==> src/otcs_defines.svh <==
// constants for the oscillator trim and clock switch block
// assumes one 200 MHz system clock and a 32-bit register bus
`ifndef OTCS_DEFINES_SVH
`define OTCS_DEFINES_SVH

`define OTCS_CLK_FREQ_KHZ 200000
`define OTCS_INT_NOM_FREQ_KHZ 12800
// nominal internal period in sixteenths of a system clock cycle
`define OTCS_NOM_PER16 ((16 * `OTCS_CLK_FREQ_KHZ) / `OTCS_INT_NOM_FREQ_KHZ)
`define OTCS_PHASE_STEP 9'h010
`define OTCS_TRIM_MID 9'h080
`define OTCS_ACT_EDGES 2'h2

`define OTCS_OFF_TRIM 12'h000
`define OTCS_OFF_STATUS 12'h004
`define OTCS_OFF_CONFIG 12'h008

`define OTCS_TRIM_RST 8'h80
`define OTCS_STAT_ACTIVE_BIT 0
`define OTCS_STAT_REQ_BIT 1
`define OTCS_CFG_OPT_LSB 0
`define OTCS_CFG_OUTEN_BIT 2

`define OTCS_RESP_OKAY 2'h0
`define OTCS_RESP_SLVERR 2'h2

`endif

==> src/otcs_pkg.sv <==
// types for the oscillator trim and clock switch block
// assumes otcs_defines.svh holds every number
package otcs_pkg;

    typedef enum logic [1:0] {
        OTCS_OPT_INTERNAL = 2'b00,
        OTCS_OPT_EXT_CLOCK = 2'b01,
        OTCS_OPT_RC = 2'b10,
        OTCS_OPT_CRYSTAL = 2'b11
    } otcs_opt_t;

    typedef enum logic [1:0] {
        OTCS_ST_INTERNAL = 2'b00,
        OTCS_ST_CHECK = 2'b01,
        OTCS_ST_SWITCH = 2'b10,
        OTCS_ST_EXTERNAL = 2'b11
    } otcs_state_t;

endpackage : otcs_pkg

==> src/otcs_osc_if.sv <==
// control bundle between the switch logic and the internal oscillator model
// assumes both ends share clk
`timescale 1ns/1ps
interface otcs_osc_if;
    logic [7:0] trim;
    logic run;
    logic tick;
    modport ctl (output trim, output run, input tick);
    modport osc (input trim, input run, output tick);
endinterface : otcs_osc_if

==> src/otcs_int_osc.sv <==
// internal oscillator model: one tick pulse per trimmed period
// assumes clk at 200 MHz; period kept in sixteenths of a cycle
`timescale 1ns/1ps
`include "otcs_defines.svh"
module otcs_int_osc (
    input wire logic clk,
    input wire logic reset,
    otcs_osc_if.osc osc
);
    import otcs_pkg::*;

    logic [8:0] acc_r;
    logic [8:0] acc_nxt;
    logic tick_r;
    wire [8:0] period = 9'(`OTCS_NOM_PER16) + {1'b0, osc.trim} - `OTCS_TRIM_MID;
    wire [8:0] acc_step = acc_r + `OTCS_PHASE_STEP;
    wire wrap = acc_step >= period;

    assign acc_nxt = !osc.run ? 9'h000 : (wrap ? acc_step - period : acc_step);
    // masked at once when run drops, so no stale tick follows the stop
    assign osc.tick = tick_r & osc.run;

    always_ff @(posedge clk or posedge reset)
    begin
        if (reset)
        begin
            acc_r <= 9'h000;
            tick_r <= 1'b0;
        end
        else
        begin
            acc_r <= acc_nxt;
            tick_r <= osc.run & wrap;
        end
    end
endmodule : otcs_int_osc

==> src/otcs_rise_detect.sv <==
// rising edge detector for the external clock pin
// assumes the pin is already synchronous to clk
`timescale 1ns/1ps
module otcs_rise_detect (
    input wire logic clk,
    input wire logic reset,
    input wire logic pin,
    input wire logic enable,
    output logic rise,
    output logic level
);
    logic last_r;
    logic rise_r;

    assign rise = rise_r;
    assign level = last_r;

    always_ff @(posedge clk or posedge reset)
    begin
        if (reset)
        begin
            last_r <= 1'b0;
            rise_r <= 1'b0;
        end
        else
        begin
            last_r <= pin;
            rise_r <= enable & pin & ~last_r;
        end
    end
endmodule : otcs_rise_detect

==> src/otcs_top.sv <==
// oscillator trim register and internal-to-external clock handover
// assumes an AXI4-Lite master; bus clocks leave as one-cycle enable pulses
//
// Contract
// - an 8-bit writable trim sets the internal period; larger means longer.
// - trim acts as signed offset, -128 to +127 steps about nominal.
// - trim range reaches 12.8 MHz nominal within five percent.
// - factory trim is never loaded into the trim register by hardware.
// - external option makes input pin a clock; crystal also drives output pin.
// - after the request, two external rising edges confirm activity.
// - the derived clocks change source with no glitch or runt pulse.
// - the active bit is set first, then the internal oscillator stops.
// - once external, the internal oscillator stays off until reset.
// - no clock-loss monitor and no fallback to the internal oscillator.
// - external mode uses input clock as x4 and half of it as x2.
// - external mode keeps the clock-output enable cleared; pin is port I/O, except that the crystal option drives it.
//
// Implementation choices: the register offsets and the AXI4-Lite register port.
`timescale 1ns/1ps
`include "otcs_defines.svh"
module otcs_top (
    input wire logic clk,
    input wire logic reset,
    input wire logic [11:0] s_axi_awaddr,
    input wire logic s_axi_awvalid,
    output logic s_axi_awready,
    input wire logic [31:0] s_axi_wdata,
    input wire logic [3:0] s_axi_wstrb,
    input wire logic s_axi_wvalid,
    output logic s_axi_wready,
    output logic [1:0] s_axi_bresp,
    output logic s_axi_bvalid,
    input wire logic s_axi_bready,
    input wire logic [11:0] s_axi_araddr,
    input wire logic s_axi_arvalid,
    output logic s_axi_arready,
    output logic [31:0] s_axi_rdata,
    output logic [1:0] s_axi_rresp,
    output logic s_axi_rvalid,
    input wire logic s_axi_rready,
    input wire logic clock_in_pin,
    output logic clock_in_pin_is_clock,
    output logic clock_out_pin_o,
    output logic clock_out_pin_oe_n,
    output logic clock_out_pin_enable,
    output otcs_pkg::otcs_opt_t clock_source_option,
    output logic bus_clock_times_four,
    output logic bus_clock_times_two,
    output logic int_osc_running
);
    import otcs_pkg::*;
    function automatic logic addr_hit(input logic [11:0] addr, input logic [11:0] off);
        addr_hit = addr[11:2] == off[11:2];
    endfunction : addr_hit
    otcs_osc_if osc_bus ();
    // register state
    logic [7:0] trim_r;
    logic req_r;
    logic ext_active_r;
    otcs_opt_t opt_r;
    logic outen_cfg_r;
    otcs_state_t state_r;
    otcs_state_t state_nxt;
    logic [1:0] edge_cnt_r;
    logic int_run_r;
    // bus slave state
    logic awready_r;
    logic wready_r;
    logic have_aw_r;
    logic have_w_r;
    logic [11:0] awaddr_r;
    logic [31:0] wdata_r;
    logic [3:0] wstrb_r;
    logic bvalid_r;
    logic [1:0] bresp_r;
    logic arready_r;
    logic rvalid_r;
    logic [31:0] rdata_r;
    logic [1:0] rresp_r;
    // pin and clock outputs
    logic is_clock_r;
    logic out_o_r;
    logic out_oe_n_r;
    logic out_en_r;
    logic x4_r;
    logic x2_r;
    logic half_r;
    // write channel decode
    wire aw_take = s_axi_awvalid & awready_r;
    wire w_take = s_axi_wvalid & wready_r;
    wire do_write = have_aw_r & have_w_r & ~bvalid_r;
    wire have_aw_nxt = (have_aw_r | aw_take) & ~do_write;
    wire have_w_nxt = (have_w_r | w_take) & ~do_write;
    wire bvalid_nxt = do_write | (bvalid_r & ~s_axi_bready);
    wire wr_trim = do_write & addr_hit(awaddr_r, `OTCS_OFF_TRIM) & wstrb_r[0];
    wire wr_stat = do_write & addr_hit(awaddr_r, `OTCS_OFF_STATUS) & wstrb_r[0];
    wire wr_cfg = do_write & addr_hit(awaddr_r, `OTCS_OFF_CONFIG) & wstrb_r[0];
    wire wr_mapped = addr_hit(awaddr_r, `OTCS_OFF_TRIM) |
        addr_hit(awaddr_r, `OTCS_OFF_STATUS) | addr_hit(awaddr_r, `OTCS_OFF_CONFIG);
    wire set_req = wr_stat & wdata_r[`OTCS_STAT_REQ_BIT];
    // option is frozen once the handover starts so the pins cannot move under it
    wire cfg_open = state_r == OTCS_ST_INTERNAL & ~req_r;
    // read channel decode
    wire ar_take = s_axi_arvalid & arready_r;
    wire rvalid_nxt = ar_take | (rvalid_r & ~s_axi_rready);
    wire rd_trim = addr_hit(s_axi_araddr, `OTCS_OFF_TRIM);
    wire rd_stat = addr_hit(s_axi_araddr, `OTCS_OFF_STATUS);
    wire rd_cfg = addr_hit(s_axi_araddr, `OTCS_OFF_CONFIG);
    wire [31:0] stat_word = {30'h0000_0000, req_r, ext_active_r};
    wire [31:0] cfg_word = {29'h0000_0000, outen_cfg_r, opt_r};
    wire [31:0] rd_word = rd_trim ? {24'h00_0000, trim_r} :
        rd_stat ? stat_word : rd_cfg ? cfg_word : 32'h0000_0000;
    wire rd_mapped = rd_trim | rd_stat | rd_cfg;
    // external clock pin
    wire ext_sel = opt_r != OTCS_OPT_INTERNAL;
    wire ext_rise;
    wire ext_level;
    otcs_rise_detect u_rise (
        .clk(clk),
        .reset(reset),
        .pin(clock_in_pin),
        .enable(ext_sel),
        .rise(ext_rise),
        .level(ext_level)
    );
    assign osc_bus.trim = trim_r;
    assign osc_bus.run = int_run_r;
    otcs_int_osc u_osc (
        .clk(clk),
        .reset(reset),
        .osc(osc_bus)
    );

    wire x4_nxt = ext_active_r ? ext_rise : osc_bus.tick;
    wire x2_nxt = x4_nxt & half_r;

    always_comb
    begin
        state_nxt = state_r;
        case (state_r)
            OTCS_ST_INTERNAL:
                if (req_r)
                    state_nxt = OTCS_ST_CHECK;
            OTCS_ST_CHECK:
                if (ext_rise && edge_cnt_r == `OTCS_ACT_EDGES - 2'h1)
                    state_nxt = OTCS_ST_SWITCH;
            OTCS_ST_SWITCH:
                state_nxt = OTCS_ST_EXTERNAL;
            OTCS_ST_EXTERNAL:
                state_nxt = OTCS_ST_EXTERNAL;
            default:
                state_nxt = OTCS_ST_INTERNAL;
        endcase
    end

    always_ff @(posedge clk or posedge reset)
    begin
        if (reset)
        begin
            state_r <= OTCS_ST_INTERNAL;
            edge_cnt_r <= 2'h0;
            req_r <= 1'b0;
            ext_active_r <= 1'b0;
            int_run_r <= 1'b1;
        end
        else
        begin
            state_r <= state_nxt;
            if (state_r == OTCS_ST_CHECK && ext_rise)
                edge_cnt_r <= edge_cnt_r + 2'h1;
            if (set_req)
                req_r <= 1'b1;
            if (state_r == OTCS_ST_SWITCH)
                ext_active_r <= 1'b1;
            if (state_r == OTCS_ST_EXTERNAL)
                int_run_r <= 1'b0;
        end
    end

    always_ff @(posedge clk or posedge reset)
    begin
        if (reset)
        begin
            trim_r <= `OTCS_TRIM_RST;
            opt_r <= OTCS_OPT_INTERNAL;
            outen_cfg_r <= 1'b0;
        end
        else
        begin
            if (wr_trim)
                trim_r <= wdata_r[7:0];
            if (wr_cfg && cfg_open)
                opt_r <= otcs_opt_t'(wdata_r[`OTCS_CFG_OPT_LSB +: 2]);
            if (wr_cfg)
                outen_cfg_r <= wdata_r[`OTCS_CFG_OUTEN_BIT];
        end
    end

    always_ff @(posedge clk or posedge reset)
    begin
        if (reset)
        begin
            x4_r <= 1'b0;
            x2_r <= 1'b0;
            half_r <= 1'b0;
        end
        else
        begin
            x4_r <= x4_nxt;
            x2_r <= x2_nxt;
            if (x4_nxt)
                half_r <= ~half_r;
        end
    end

    always_ff @(posedge clk or posedge reset)
    begin
        if (reset)
        begin
            is_clock_r <= 1'b0;
            out_o_r <= 1'b0;
            out_oe_n_r <= 1'b1;
            out_en_r <= 1'b0;
        end
        else
        begin
            is_clock_r <= ext_sel;
            out_o_r <= opt_r == OTCS_OPT_CRYSTAL ? ~ext_level : half_r;
            out_oe_n_r <= ~(opt_r == OTCS_OPT_CRYSTAL | out_en_r);
            out_en_r <= outen_cfg_r & ~ext_active_r & ~ext_sel;
        end
    end

    always_ff @(posedge clk or posedge reset)
    begin
        if (reset)
        begin
            awready_r <= 1'b1;
            wready_r <= 1'b1;
            have_aw_r <= 1'b0;
            have_w_r <= 1'b0;
            awaddr_r <= 12'h000;
            wdata_r <= 32'h0000_0000;
            wstrb_r <= 4'h0;
            bvalid_r <= 1'b0;
            bresp_r <= `OTCS_RESP_OKAY;
        end
        else
        begin
            awready_r <= ~have_aw_nxt;
            wready_r <= ~have_w_nxt;
            have_aw_r <= have_aw_nxt;
            have_w_r <= have_w_nxt;
            if (aw_take)
                awaddr_r <= s_axi_awaddr;
            if (w_take)
            begin
                wdata_r <= s_axi_wdata;
                wstrb_r <= s_axi_wstrb;
            end
            bvalid_r <= bvalid_nxt;
            if (do_write)
                bresp_r <= wr_mapped ? `OTCS_RESP_OKAY : `OTCS_RESP_SLVERR;
        end
    end

    always_ff @(posedge clk or posedge reset)
    begin
        if (reset)
        begin
            arready_r <= 1'b1;
            rvalid_r <= 1'b0;
            rdata_r <= 32'h0000_0000;
            rresp_r <= `OTCS_RESP_OKAY;
        end
        else
        begin
            arready_r <= ~rvalid_nxt;
            rvalid_r <= rvalid_nxt;
            if (ar_take)
            begin
                rdata_r <= rd_word;
                rresp_r <= rd_mapped ? `OTCS_RESP_OKAY : `OTCS_RESP_SLVERR;
            end
        end
    end
    assign s_axi_awready = awready_r;
    assign s_axi_wready = wready_r;
    assign s_axi_bvalid = bvalid_r;
    assign s_axi_bresp = bresp_r;
    assign s_axi_arready = arready_r;
    assign s_axi_rvalid = rvalid_r;
    assign s_axi_rdata = rdata_r;
    assign s_axi_rresp = rresp_r;
    assign clock_in_pin_is_clock = is_clock_r;
    assign clock_out_pin_o = out_o_r;
    assign clock_out_pin_oe_n = out_oe_n_r;
    assign clock_out_pin_enable = out_en_r;
    assign clock_source_option = opt_r;
    assign bus_clock_times_four = x4_r;
    assign bus_clock_times_two = x2_r;
    assign int_osc_running = int_run_r;
endmodule : otcs_top

==> config.mk <==
export PLATFORM = sky130hd
export DESIGN_NAME = otcs_top
export DESIGN_NICKNAME = d
export VERILOG_FILES = /design/src/otcs_pkg.sv /design/src/otcs_osc_if.sv /design/src/otcs_int_osc.sv /design/src/otcs_rise_detect.sv /design/src/otcs_top.sv
export VERILOG_INCLUDE_DIRS = /design/src
export SDC_FILE = /design/constraint.sdc
export NUM_CORES = 1
export LEC_CHECK = 0
export BUFFER_PORTS_ARGS = -buffer_cell sky130_fd_sc_hd__buf_2
export CAP_MARGIN = 30
export CORE_UTILIZATION = 30
export CTS_BUF_LIST = sky130_fd_sc_hd__clkbuf_4
export DETAILED_ROUTE_END_ITERATION = 10
export GPL_TIMING_DRIVEN = 0
export PLACE_DENSITY = 0.58
export SYNTH_ARGS = -nofsm -noshare
export SYNTH_HDL_FRONTEND = slang
export SYNTH_SLANG_ARGS = --single-unit
==> constraint.sdc <==
create_clock -name clk -period 4.75 [get_ports clk]
set_input_delay 0.95 -clock clk [delete_from_list [all_inputs] [get_ports clk]]
set_output_delay 0.95 -clock clk [all_outputs]
set_load 0.05 [all_outputs]
==> results of run 1 <==
[final cells by class]
type	count	area [sq um]	area share [%]
Clock inverter	6	81.3	1.85
Buffer	33	221	5.03
Tap cell	147	184	4.18
Inverter	20	77.6	1.76
Timing Repair Buffer	58	290	6.60
Clock buffer	10	75.1	1.71
Sequential cell	73	1830	41.7
Multi-Input combinational cell	221	1640	37.2
[synth_stat cells, types with 5 or more instances]
cell,instances,area share (%)
a21oi_1,11,1.5
a22o_1,7,1.7
buf_4,26,5.3
clkbuf_1,7,0.72
dfrtp_1,67,46
dfstp_2,6,4.3
ha_1,12,4.1
inv_1,20,2.0
mux2_2,27,8.3
mux2i_1,10,2.7
nand2_1,22,2.2
nand2b_1,6,1.0
nand3_1,6,0.82
nor2_1,8,0.82
nor3_1,5,0.68
o21ai_0,15,2.0
xnor2_1,7,1.7
xor2_1,5,1.2
[stage by stage]
step | utilization, % | worst slack [ns] | hold WS (ns)
5_1_grt | 36.8 | 1.77 | 0.401
6_report | 36.8 | 1.94 | 0.392
4_1_cts | 36.8 | 1.90 | 0.407
3_5_place_dp | 35.5 | 1.93 | 0.378
3_3_place_gp | 35.4 | 1.06 | 0.379
2_1_floorplan | - | 1.96 | 0.432
[per-layer routing]
layer	share of wire (%)	vias up	routed length, um	track usage, %
li1	-	1265	-	-
met1	47	1234	3410	15.9
met2	47	82	3410	19.5
met3	6.0	7	438	3.56
met4	0.90	0	66	4.09
met5	0	-	0	0
[worst reg2reg max path, cell delays in order, from the launching register on]
cell and delay, ns:
dfrtp_1 0.45, or3_1 0.42, a21oi_1 0.23, xnor2_1 0.18, ha_1 0.32, a211oi_2 0.35, a31oi_2 0.21, o21ai_4 0.35
mux2i_1 0.24
[flip-flops by register name, indices dropped and copies added, names as in the netlist, 2 cells and up]
register and count:
state_r 2, edge_cnt_r 2, awaddr_r 10, wdata_r 8
osc_bus.trim 8, clock_source_option 2, u_osc.acc_r 9, s_axi_rdata 8
[logic make-up (layout without fill, tap and decap cells)]
logic type | count (synthesis) | count (layout) | share of synthesized area, %
XOR/XNOR | 12 | 12 | 2.86
flip-flops | 73 | 73 | 49.9
AND/OR/NAND/NOR | 76 | 76 | 12.3
AO/OA/AOI/OAI | 55 | 55 | 10.3
buffers and inverters | 53 | 127 | 8.08
other | 1 | 26 | 0.102
adder cells (fa/ha/maj) | 13 | 13 | 4.63
multiplexers | 39 | 39 | 11.8
[final timing paths]
check / from / endpoint / slack [ns] / depth (start not counted)
worst max-delay path: osc_bus.trim[4] / u_osc.acc_r[0] / 1.94 / 8
worst min-delay path: clock_out_pin_enable / clock_out_pin_oe_n / 0.39 / 1
worst max register to register: osc_bus.trim[4] / u_osc.acc_r[0] / 1.94 / 8
worst min register to register: clock_out_pin_enable / clock_out_pin_oe_n / 0.39 / 1
max in group asynchronous: reset / wdata_r[6] / 3.45 / 2
min in group asynchronous: reset / clock_out_pin_o / 0.71 / 2
[power groups by stage]
stage	clock network [W]	logic, W	registers, W
floorplan	0	0.000270	0.000929
global placement	0	0.000419	0.000865
detailed placement	0	0.000429	0.000871
CTS	0.000455	0.000429	0.000860
global route	0.000483	0.000460	0.000875
finish	0.000443	0.000424	0.000858
==> impl_metrics.ini, run 1 <==
[outcome]
status = completed

[placed_design]
place_inst = 552
routabilityCongestion = 0.829
place_hpwl_mm = 5.35
io_buffers = 58
dpl_cell_area_sq_um = 4240

[setup_path]
slowest_stage = dfrtp_1
path_class = reg -> reg
startpoint_type = flop
end_kind = flop
worst-path-buf-inv = 0
critPathTopFamily = compound AO/OA/AOI/OAI gates
crit_arrival_ns = 3.16
worstPathRequired_ns = 5.10
path_cells = or3_1, a21oi_1, xnor2_1, ha_1, a211oi_2, a31oi_2, o21ai_4, mux2i_1
slowest_delay_ns = 0.45
cp_max_fo = 7

[final_layout]
area_growth_syn_to_layout_pct = 19.8
fillCellCount = 1200
layout.cells.non_filler = 568
final_common_cell = dfrtp_1
antennaDiodeCount = 0
final_cell_mix = 67 x dfrtp_1, 58 x buf_2, 27 x mux2_2
nets = 497
final_cell_area_sq_um = 4400
drive_above_1_share_pct = 34.7

[yosys]
synth_flop_cell = dfrtp_1
synth_cells = 322
synthesis.area_sq_um = 3670
ys_types = 53
synth_edf_count = 0
syn_area_per_cell_sq_um = 11.4
async_flop_share_pct = 100
synth_seq_cells = 73
yosys_warnings = 0
ys_seq_area_share_pct = 49.9

[grt]
grt_max_degree = 74
grt_pass1_vias = 2552
grt_overflow_total = 0
grt_util_all_layers_pct = 12.2
grt_pass1_wl_mm = 12.3
antenna_found_initial = 0

[power_and_ir_drop]
p_leak_nw = 2.24
swShare_pct = 33.9
power.internal_w = 0.00114
p_sw_w = 0.000585
power_w = 0.00172
power.density_nw_per_um2 = 392
clkPwrFrac_pct = 25.7
p_comb_share_pct = 24.6
p_seq_share_pct = 49.8
ir_drop_mv = 0.274

[die]
io_pins = 118
rows = 40
die_area_sq_um = 12700
die_y_um = 113
initial_core_util_pct = 30.7
core_area_sq_um = 12000
die_w_um = 113

[clocking]
cts_setup_buffers = 0
path_clk_slew_ns = 0.13
clk_latency_ns = 0.42
cts.sinks = 73
hold_buffers = 0
cts_buffers = 9
clock-root-buffer = clkbuf_4
cts.path.max_buffers = 2
cts_tree = yes
cts_htree_levels = 3
cts_resized = 0

[timing]
skew_ns = 0.0160
slew_viol_final = 0
max_clock_freq_ghz = 0.356
max-slew-margin-rel_pct = 40.4
grt_setup_unrepaired = no
finalCritPeriodShare_pct = 59.2
setup_tns_ns = 0
finalCriticalPeriod_ns = 2.81
worstMarginPinSlew_ns = 0.894
setup_viol = 0
hold_viol = 0

[run]
max_cap_violations = 0

[drt]
route.detailed.drc = 0
viasPerCell = 4.56
drt-total-wl_mm = 7.33
wl_per_cell_um = 12.9
first_pass_iters = 4
via_count = 2588
dr.first_iter.drc_count = 93
antenna_left = 0

[min_path]
hp-class = reg -> reg
Note: power is estimated with default switching activity, not from simulation.
==> run 2: changes to the inputs <==
--- a/config.mk
+++ b/config.mk
@@ -6,6 +6,7 @@
 export SDC_FILE = /design/constraint.sdc
 export NUM_CORES = 1
 export LEC_CHECK = 0
+export ABC_AREA = 1
 export BUFFER_PORTS_ARGS = -buffer_cell sky130_fd_sc_hd__buf_2
 export CAP_MARGIN = 30
 export CORE_UTILIZATION = 30
==> constraint.sdc (replaced) <==
create_clock -name clk -period 2.6 [get_ports clk]
set_input_delay 0.52 -clock clk [delete_from_list [all_inputs] [get_ports clk]]
set_output_delay 0.52 -clock clk [all_outputs]
set_load 0.05 [all_outputs]
==> run 2 against run 1 <==
Compared with the run above: power rose by 100%; critical path depth rose by 5; first-iteration DRC count rose by 46%; via count rose by 20%; sequential share of layout area fell by 1.6 points; utilization rose by 0.90 points; register-to-register slack got worse by 1.7 ns; combinational power rose to 3.0 times the previous value; area after synthesis rose by 3.1%; maximum frequency rose by 18%; global-route usage rose by 1.0 points; critical endpoint is now u_osc.acc_r[3]; highest routed layer unchanged.
==> impl_metrics.ini, run 2 <==
[timing]
max_clock_freq_ghz = 0.418
slew_viol_final = 0
max-slew-margin-rel_pct = 40.2
skew_ns = 0.0141
finalCritPeriodShare_pct = 92.0
worstMarginPinSlew_ns = 0.897
hold_viol = 0
finalCriticalPeriod_ns = 2.39
setup_viol = 0

[yosys]
synth_area_leaders = dfrtp_1 44%, nand2_1 13%, inv_1 6.3%
yosys_warnings = 0
synthesis.area_sq_um = 3790
async_flop_share_pct = 100
synth_cells = 456
synth_top_area_cell = dfrtp_1
ys_seq_area_share_pct = 48.4
synth_edf_count = 0
synth.top_cell.area_share_pct = 44.3
synth_seq_cells = 73
ys_types = 30
ys_top_cells_by_count = 131 x nand2_1, 67 x dfrtp_1, 64 x inv_1
synth_flop_cell = dfrtp_1
syn_area_per_cell_sq_um = 8.30
yosysMostFrequentCell = nand2_1

[setup_path]
path_class = reg -> reg
crit_arrival_ns = 2.77
r2r-start = osc_bus.trim[2]
worst-path-buf-inv = 1
path_cells = ha_2, nor3_2, nand3_1, xor2_1, ha_1, nand2_1, nor2_2, nand3_1, nand2_1, inv_4, nand2_4, nand2_2, o21ai_0
startpoint_type = flop
r2r_slack_ns = 0.21
slowest_delay_ns = 0.45
worstPathRequired_ns = 2.98
critPathTopFamily = simple AND/OR/NAND/NOR gates
r2r_end = u_osc.acc_r[3]
end_kind = flop
slowest_stage = dfrtp_2
cp_max_fo = 7
reg2reg_depth = 13

[final_layout]
final_common_cell = nand2_1
antennaDiodeCount = 0
final_cell_area_sq_um = 4580
drive_above_1_share_pct = 25.1
final_cell_mix = 130 x nand2_1, 65 x dfrtp_1, 62 x inv_1
largest_register = awaddr_r
biggestRegsByFlops = awaddr_r: 10 flops, u_osc.acc_r: 9 flops
nets = 637
layout.cells.non_filler = 729
largest_register_ffs = 10
area_growth_syn_to_layout_pct = 21.0
fin_util_pct = 37.7

[drt]
wl_per_cell_um = 11.1
dr.first_iter.drc_count = 136
first_pass_iters = 4
route.detailed.drc = 0
via_count = 3111
drt-total-wl_mm = 8.09
antenna_left = 0
viasPerCell = 4.27

[min_path]
holdPathEnd = u_rise.level
worstHoldStart = clock_in_pin
hp-class = in -> reg
min_path_cells = 1

[grt]
grt_pass1_vias = 2820
grt_util_all_layers_pct = 13.2
grt_max_degree = 74
grt_util_met2_pct = 21.1
grt_pass1_wl_mm = 13.5
grt_use_met3_pct = 4.71
busiest_layer = met2
use_met1_pct = 17.1
grt_overflow_total = 0
antenna_found_initial = 0

[die]
die_area_sq_um = 13100
die_w_um = 114
initial_core_util_pct = 31.1
rows = 40
core_area_sq_um = 12200
die_y_um = 114
io_pins = 118

[outcome]
status = completed

[power_and_ir_drop]
power_w = 0.00352
ir_drop_mv = 0.689
p_leak_nw = 2.53
power.density_nw_per_um2 = 768

[clocking]
clk_latency_ns = 0.45
cts.path.max_buffers = 2
cts_htree_levels = 3
cts_tree = yes
clock-root-buffer = clkbuf_4
cts.sinks = 73
path_clk_slew_ns = 0.14
cts_buffers = 9

[placed_design]
place_inst = 709
dpl_cell_area_sq_um = 4390
io_buffers = 60
place_hpwl_mm = 6.18
routabilityCongestion = 0.829

[run]
max_cap_violations = 0
-- run 2: cell types whose count changed in the layout (fill, tap and decap cells not counted), moves of 5 or more --
| cell | before | now |
|---|---|---|
| nand3_1 | 6 | 26 |
| o21ai_0 | 15 | 25 |
| o21ai_2 | 0 | 7 |
| nor2_1 | 8 | 30 |
| mux2_2 | 27 | 0 |
| inv_1 | 19 | 62 |
| nand2b_1 | 6 | 0 |
| xor2_1 | 5 | 10 |
| xnor2_1 | 7 | 2 |
| a22o_1 | 7 | 0 |
| nand2_1 | 22 | 130 |
| mux2i_1 | 10 | 0 |
-- run 2: cell type report --
cell class                 count  area [sq um]
buffer                        31           223
clock buffer                   9          67.6
clock inverter                 7          61.3
fill                        1271          7580
inverter                      65           249
multi-input combinational    312          1600
sequential                    73          1840
tap                          168           210
timing repair buffer          64           330
-- run 2: routing by layer --
| layer | vias to the layer above | part of all wire [%] |
|---|---|---|
| met2 | 84 | 46 |
| li1 | 1589 | - |
| met1 | 1429 | 47 |
| met3 | 9 | 5.9 |
| met5 | - | 0 |
| met4 | 0 | 1.2 |
-- run 2: what timing repair did --
item / in CTS / in global routing
pin swaps: 0 / 2
buffers inserted: 0 / 4
cloned: 0 / 0
setup endpoints to repair: 8 / 10
hold buffers: 0 / 0
resized for setup: 1 / 13
-- run 2: report_power, final --
| group | switching [W] | total, W | internal, W |
|---|---|---|---|
| Combinational | 0.000874 | 0.00129 | 0.000417 |
| Sequential | 0.000143 | 0.00154 | 0.00140 |
| Clock | 0.000473 | 0.000685 | 0.000212 |
| Total | 0.00149 | 0.00352 | 0.00203 |
-- run 2: cell families (layout without fill, tap and decap cells) --
group	Yosys count	in the layout	synth area share [%]
buffers and inverters	96	176	12.3
other	1	26	0.0990
AND/OR/NAND/NOR	207	207	23.4
AO/OA/AOI/OAI	54	54	8.46
XOR/XNOR	12	12	2.78
flip-flops	73	73	48.4
adder cells (fa/ha/maj)	13	13	4.49
-- run 2: through the flow --
step | hold WS [ns] | setup WS (ns) | setup TNS, ns
2_1_floorplan | 0.401 | 0.237 | 0
3_3_place_gp | 0.371 | -0.636 | -42.21
3_5_place_dp | 0.383 | -0.0126 | -0.0185
4_1_cts | 0.174 | 0.0736 | 0
5_1_grt | 0.152 | -0.000214 | -0.000214
6_report | 0.193 | 0.208 | 0
-- run 2: how the worst max path moves through the flow --
| stage | endpoint | depth (start not counted) | from |
|---|---|---|---|
| after floorplan | awaddr_r[10] | 1 | reset |
| after global placement | s_axi_rdata[6] | 2 | reset |
| after detailed placement | u_osc.acc_r[1] | 13 | osc_bus.trim[1] |
| after CTS | u_osc.acc_r[1] | 13 | osc_bus.trim[1] |
| after global routing | u_osc.acc_r[3] | 13 | osc_bus.trim[2] |
| final | u_osc.acc_r[3] | 13 | osc_bus.trim[2] |
==> run 3: changes to the inputs <==
--- a/config.mk
+++ b/config.mk
@@ -6,7 +6,6 @@
 export SDC_FILE = /design/constraint.sdc
 export NUM_CORES = 1
 export LEC_CHECK = 0
-export ABC_AREA = 1
 export BUFFER_PORTS_ARGS = -buffer_cell sky130_fd_sc_hd__buf_2
 export CAP_MARGIN = 30
 export CORE_UTILIZATION = 30
==> run 3 against run 2 <==
Compared with the run above: cell count shrank 20%; highest routed layer unchanged; worst hold slack gained 0.024 ns; critical endpoint is now u_osc.acc_r[7]; cell area shrank 0.33%; clock power grew 18%; via count shrank 15%.
==> impl_metrics.ini, run 3 (synthesis results as in run 1) <==
[final_layout]
final_cell_area_sq_um = 4570
largest_register = awaddr_r
biggestRegsByFlops = awaddr_r: 10 flops, u_osc.acc_r: 9 flops
area_growth_syn_to_layout_pct = 24.4
fillCellCount = 1182
nets = 509
antennaDiodeCount = 0
layout.cells.non_filler = 580
final_cell_mix = 64 x dfrtp_1, 58 x buf_2, 38 x buf_4
drive_above_1_share_pct = 39.0
final_common_cell = dfrtp_1
largest_register_ffs = 10
fin_util_pct = 38.2

[setup_path]
path_class = reg -> reg
crit_arrival_ns = 2.78
critPathTopFamily = simple AND/OR/NAND/NOR gates
slowest_delay_ns = 0.42
path_cells = or3_4, nor3_2, xor2_1, ha_1, o21ai_0, nand2b_1, nor3b_1, o31a_1
r2r_end = u_osc.acc_r[7]
reg2reg_depth = 8
r2r_slack_ns = 0.14
worst-path-buf-inv = 0
path_depth = 8
cp-endpoint = u_osc.acc_r[7]
worstPathRequired_ns = 2.91
slowest_stage = dfrtp_1
crit_start = osc_bus.trim[4]
startpoint_type = flop
end_kind = flop
cp_max_fo = 6
r2r-start = osc_bus.trim[4]

[drt]
wl_per_cell_um = 12.9
antenna_left = 0
via_count = 2643
viasPerCell = 4.56
first_pass_iters = 4
route.detailed.drc = 0
drt-total-wl_mm = 7.48
dr.first_iter.drc_count = 111

[clocking]
path_clk_slew_ns = 0.13
cts_tree = yes
cts.path.max_buffers = 2
clock-root-buffer = clkbuf_4
hold_buffers = 0
cts.sinks = 73
cts_htree_levels = 3
clk_latency_ns = 0.42
cts_buffers = 9

[timing]
grt_setup_unrepaired = no
slew_viol_final = 0
hold_viol = 0
skew_ns = 0.0133
finalCritPeriodShare_pct = 94.8
max-slew-margin-rel_pct = 40.5
worstMarginPinSlew_ns = 0.893
max_clock_freq_ghz = 0.406
finalCriticalPeriod_ns = 2.46
setup_viol = 0

[power_and_ir_drop]
power.density_nw_per_um2 = 698
p_leak_nw = 2.31
ir_drop_mv = 0.502

[placed_design]
io_buffers = 58
place_inst = 552
place_hpwl_mm = 5.35
dpl_cell_area_sq_um = 4240
routabilityCongestion = 0.829

[die]
io_pins = 118
die_w_um = 113
die_y_um = 113
initial_core_util_pct = 30.7
rows = 40
die_area_sq_um = 12700
core_area_sq_um = 12000

[grt]
grt_max_degree = 74
grt_overflow_total = 0
antenna_found_initial = 0
grt_pass1_vias = 2560
busiest_layer = met2
grt_use_met3_pct = 3.56
use_met1_pct = 16.1
grt_util_met2_pct = 19.7
grt_pass1_wl_mm = 12.5
grt_util_all_layers_pct = 12.3

[min_path]
hp-class = in -> reg

[outcome]
status = completed

[run]
max_cap_violations = 0
-- run 3: what timing repair did --
| action | in CTS | in global routing |
|---|---|---|
| buffers inserted | 4 | 8 |
| pin swaps | 3 | 6 |
| resized for setup | 5 | 11 |
| setup endpoints to repair | 9 | 9 |
-- run 3: per-stage QoR --
step	setup slack [ns]	hold slack, ns	TNS (ns)	total power [W]
floorplan	0.183	0.432	0	0.00219
global placement	-0.656	0.379	-44.18	0.00235
detailed placement	-0.217	0.378	-1.27	0.00237
CTS	0.0470	0.189	0	0.00319
global route	0.00956	0.182	0	0.00336
finish	0.136	0.218	0	0.00319
-- run 3: metal layers --
| layer | up-vias | share of wire (%) |
|---|---|---|
| met5 | - | 0 |
| li1 | 1290 | - |
| met3 | 7 | 5.9 |
| met1 | 1265 | 46 |
| met2 | 81 | 47 |
| met4 | 0 | 0.82 |
-- run 3: report_power, final --
| group | leakage, nW | total [W] | internal (W) | switching [W] |
|---|---|---|---|---|
| sequential | 0.935 | 0.00157 | 0.00137 | 0.000195 |
| combinational | 1.29 | 0.000813 | 0.000338 | 0.000475 |
| clock | 0.0859 | 0.000807 | 0.000397 | 0.000410 |
-- run 3: how the worst min path moves through the flow --
stage,from,to,depth (start not counted)
floorplan,u_rise.level,clock_out_pin_o,1
global placement,clock_out_pin_enable,clock_out_pin_oe_n,1
detailed placement,clock_out_pin_enable,clock_out_pin_oe_n,1
CTS,clock_in_pin,u_rise.level,1
global route,clock_in_pin,u_rise.level,1
finish,clock_in_pin,u_rise.level,1
-- run 3: layout make-up --
cell class | instances | area, sq um | share of cell area [%]
Inverter | 20 | 77.6 | 1.70
Timing Repair Buffer | 70 | 380 | 8.33
Sequential cell | 73 | 1840 | 40.2
Multi-Input combinational cell | 221 | 1710 | 37.4
Tap cell | 147 | 184 | 4.03
Buffer | 33 | 221 | 4.85
Clock buffer | 10 | 75.1 | 1.64
Clock inverter | 6 | 81.3 | 1.78
-- run 3: worst register-to-register path, delay by kind of cell, from the launching register on --
kind                     cells  cell delay [ns]
AND/OR/NAND/NOR              4             0.95
XOR/XNOR                     1             0.26
flip-flops                   1             0.42
adder cells (fa/ha/maj)      1             0.30
AO/OA/AOI/OAI                2             0.44
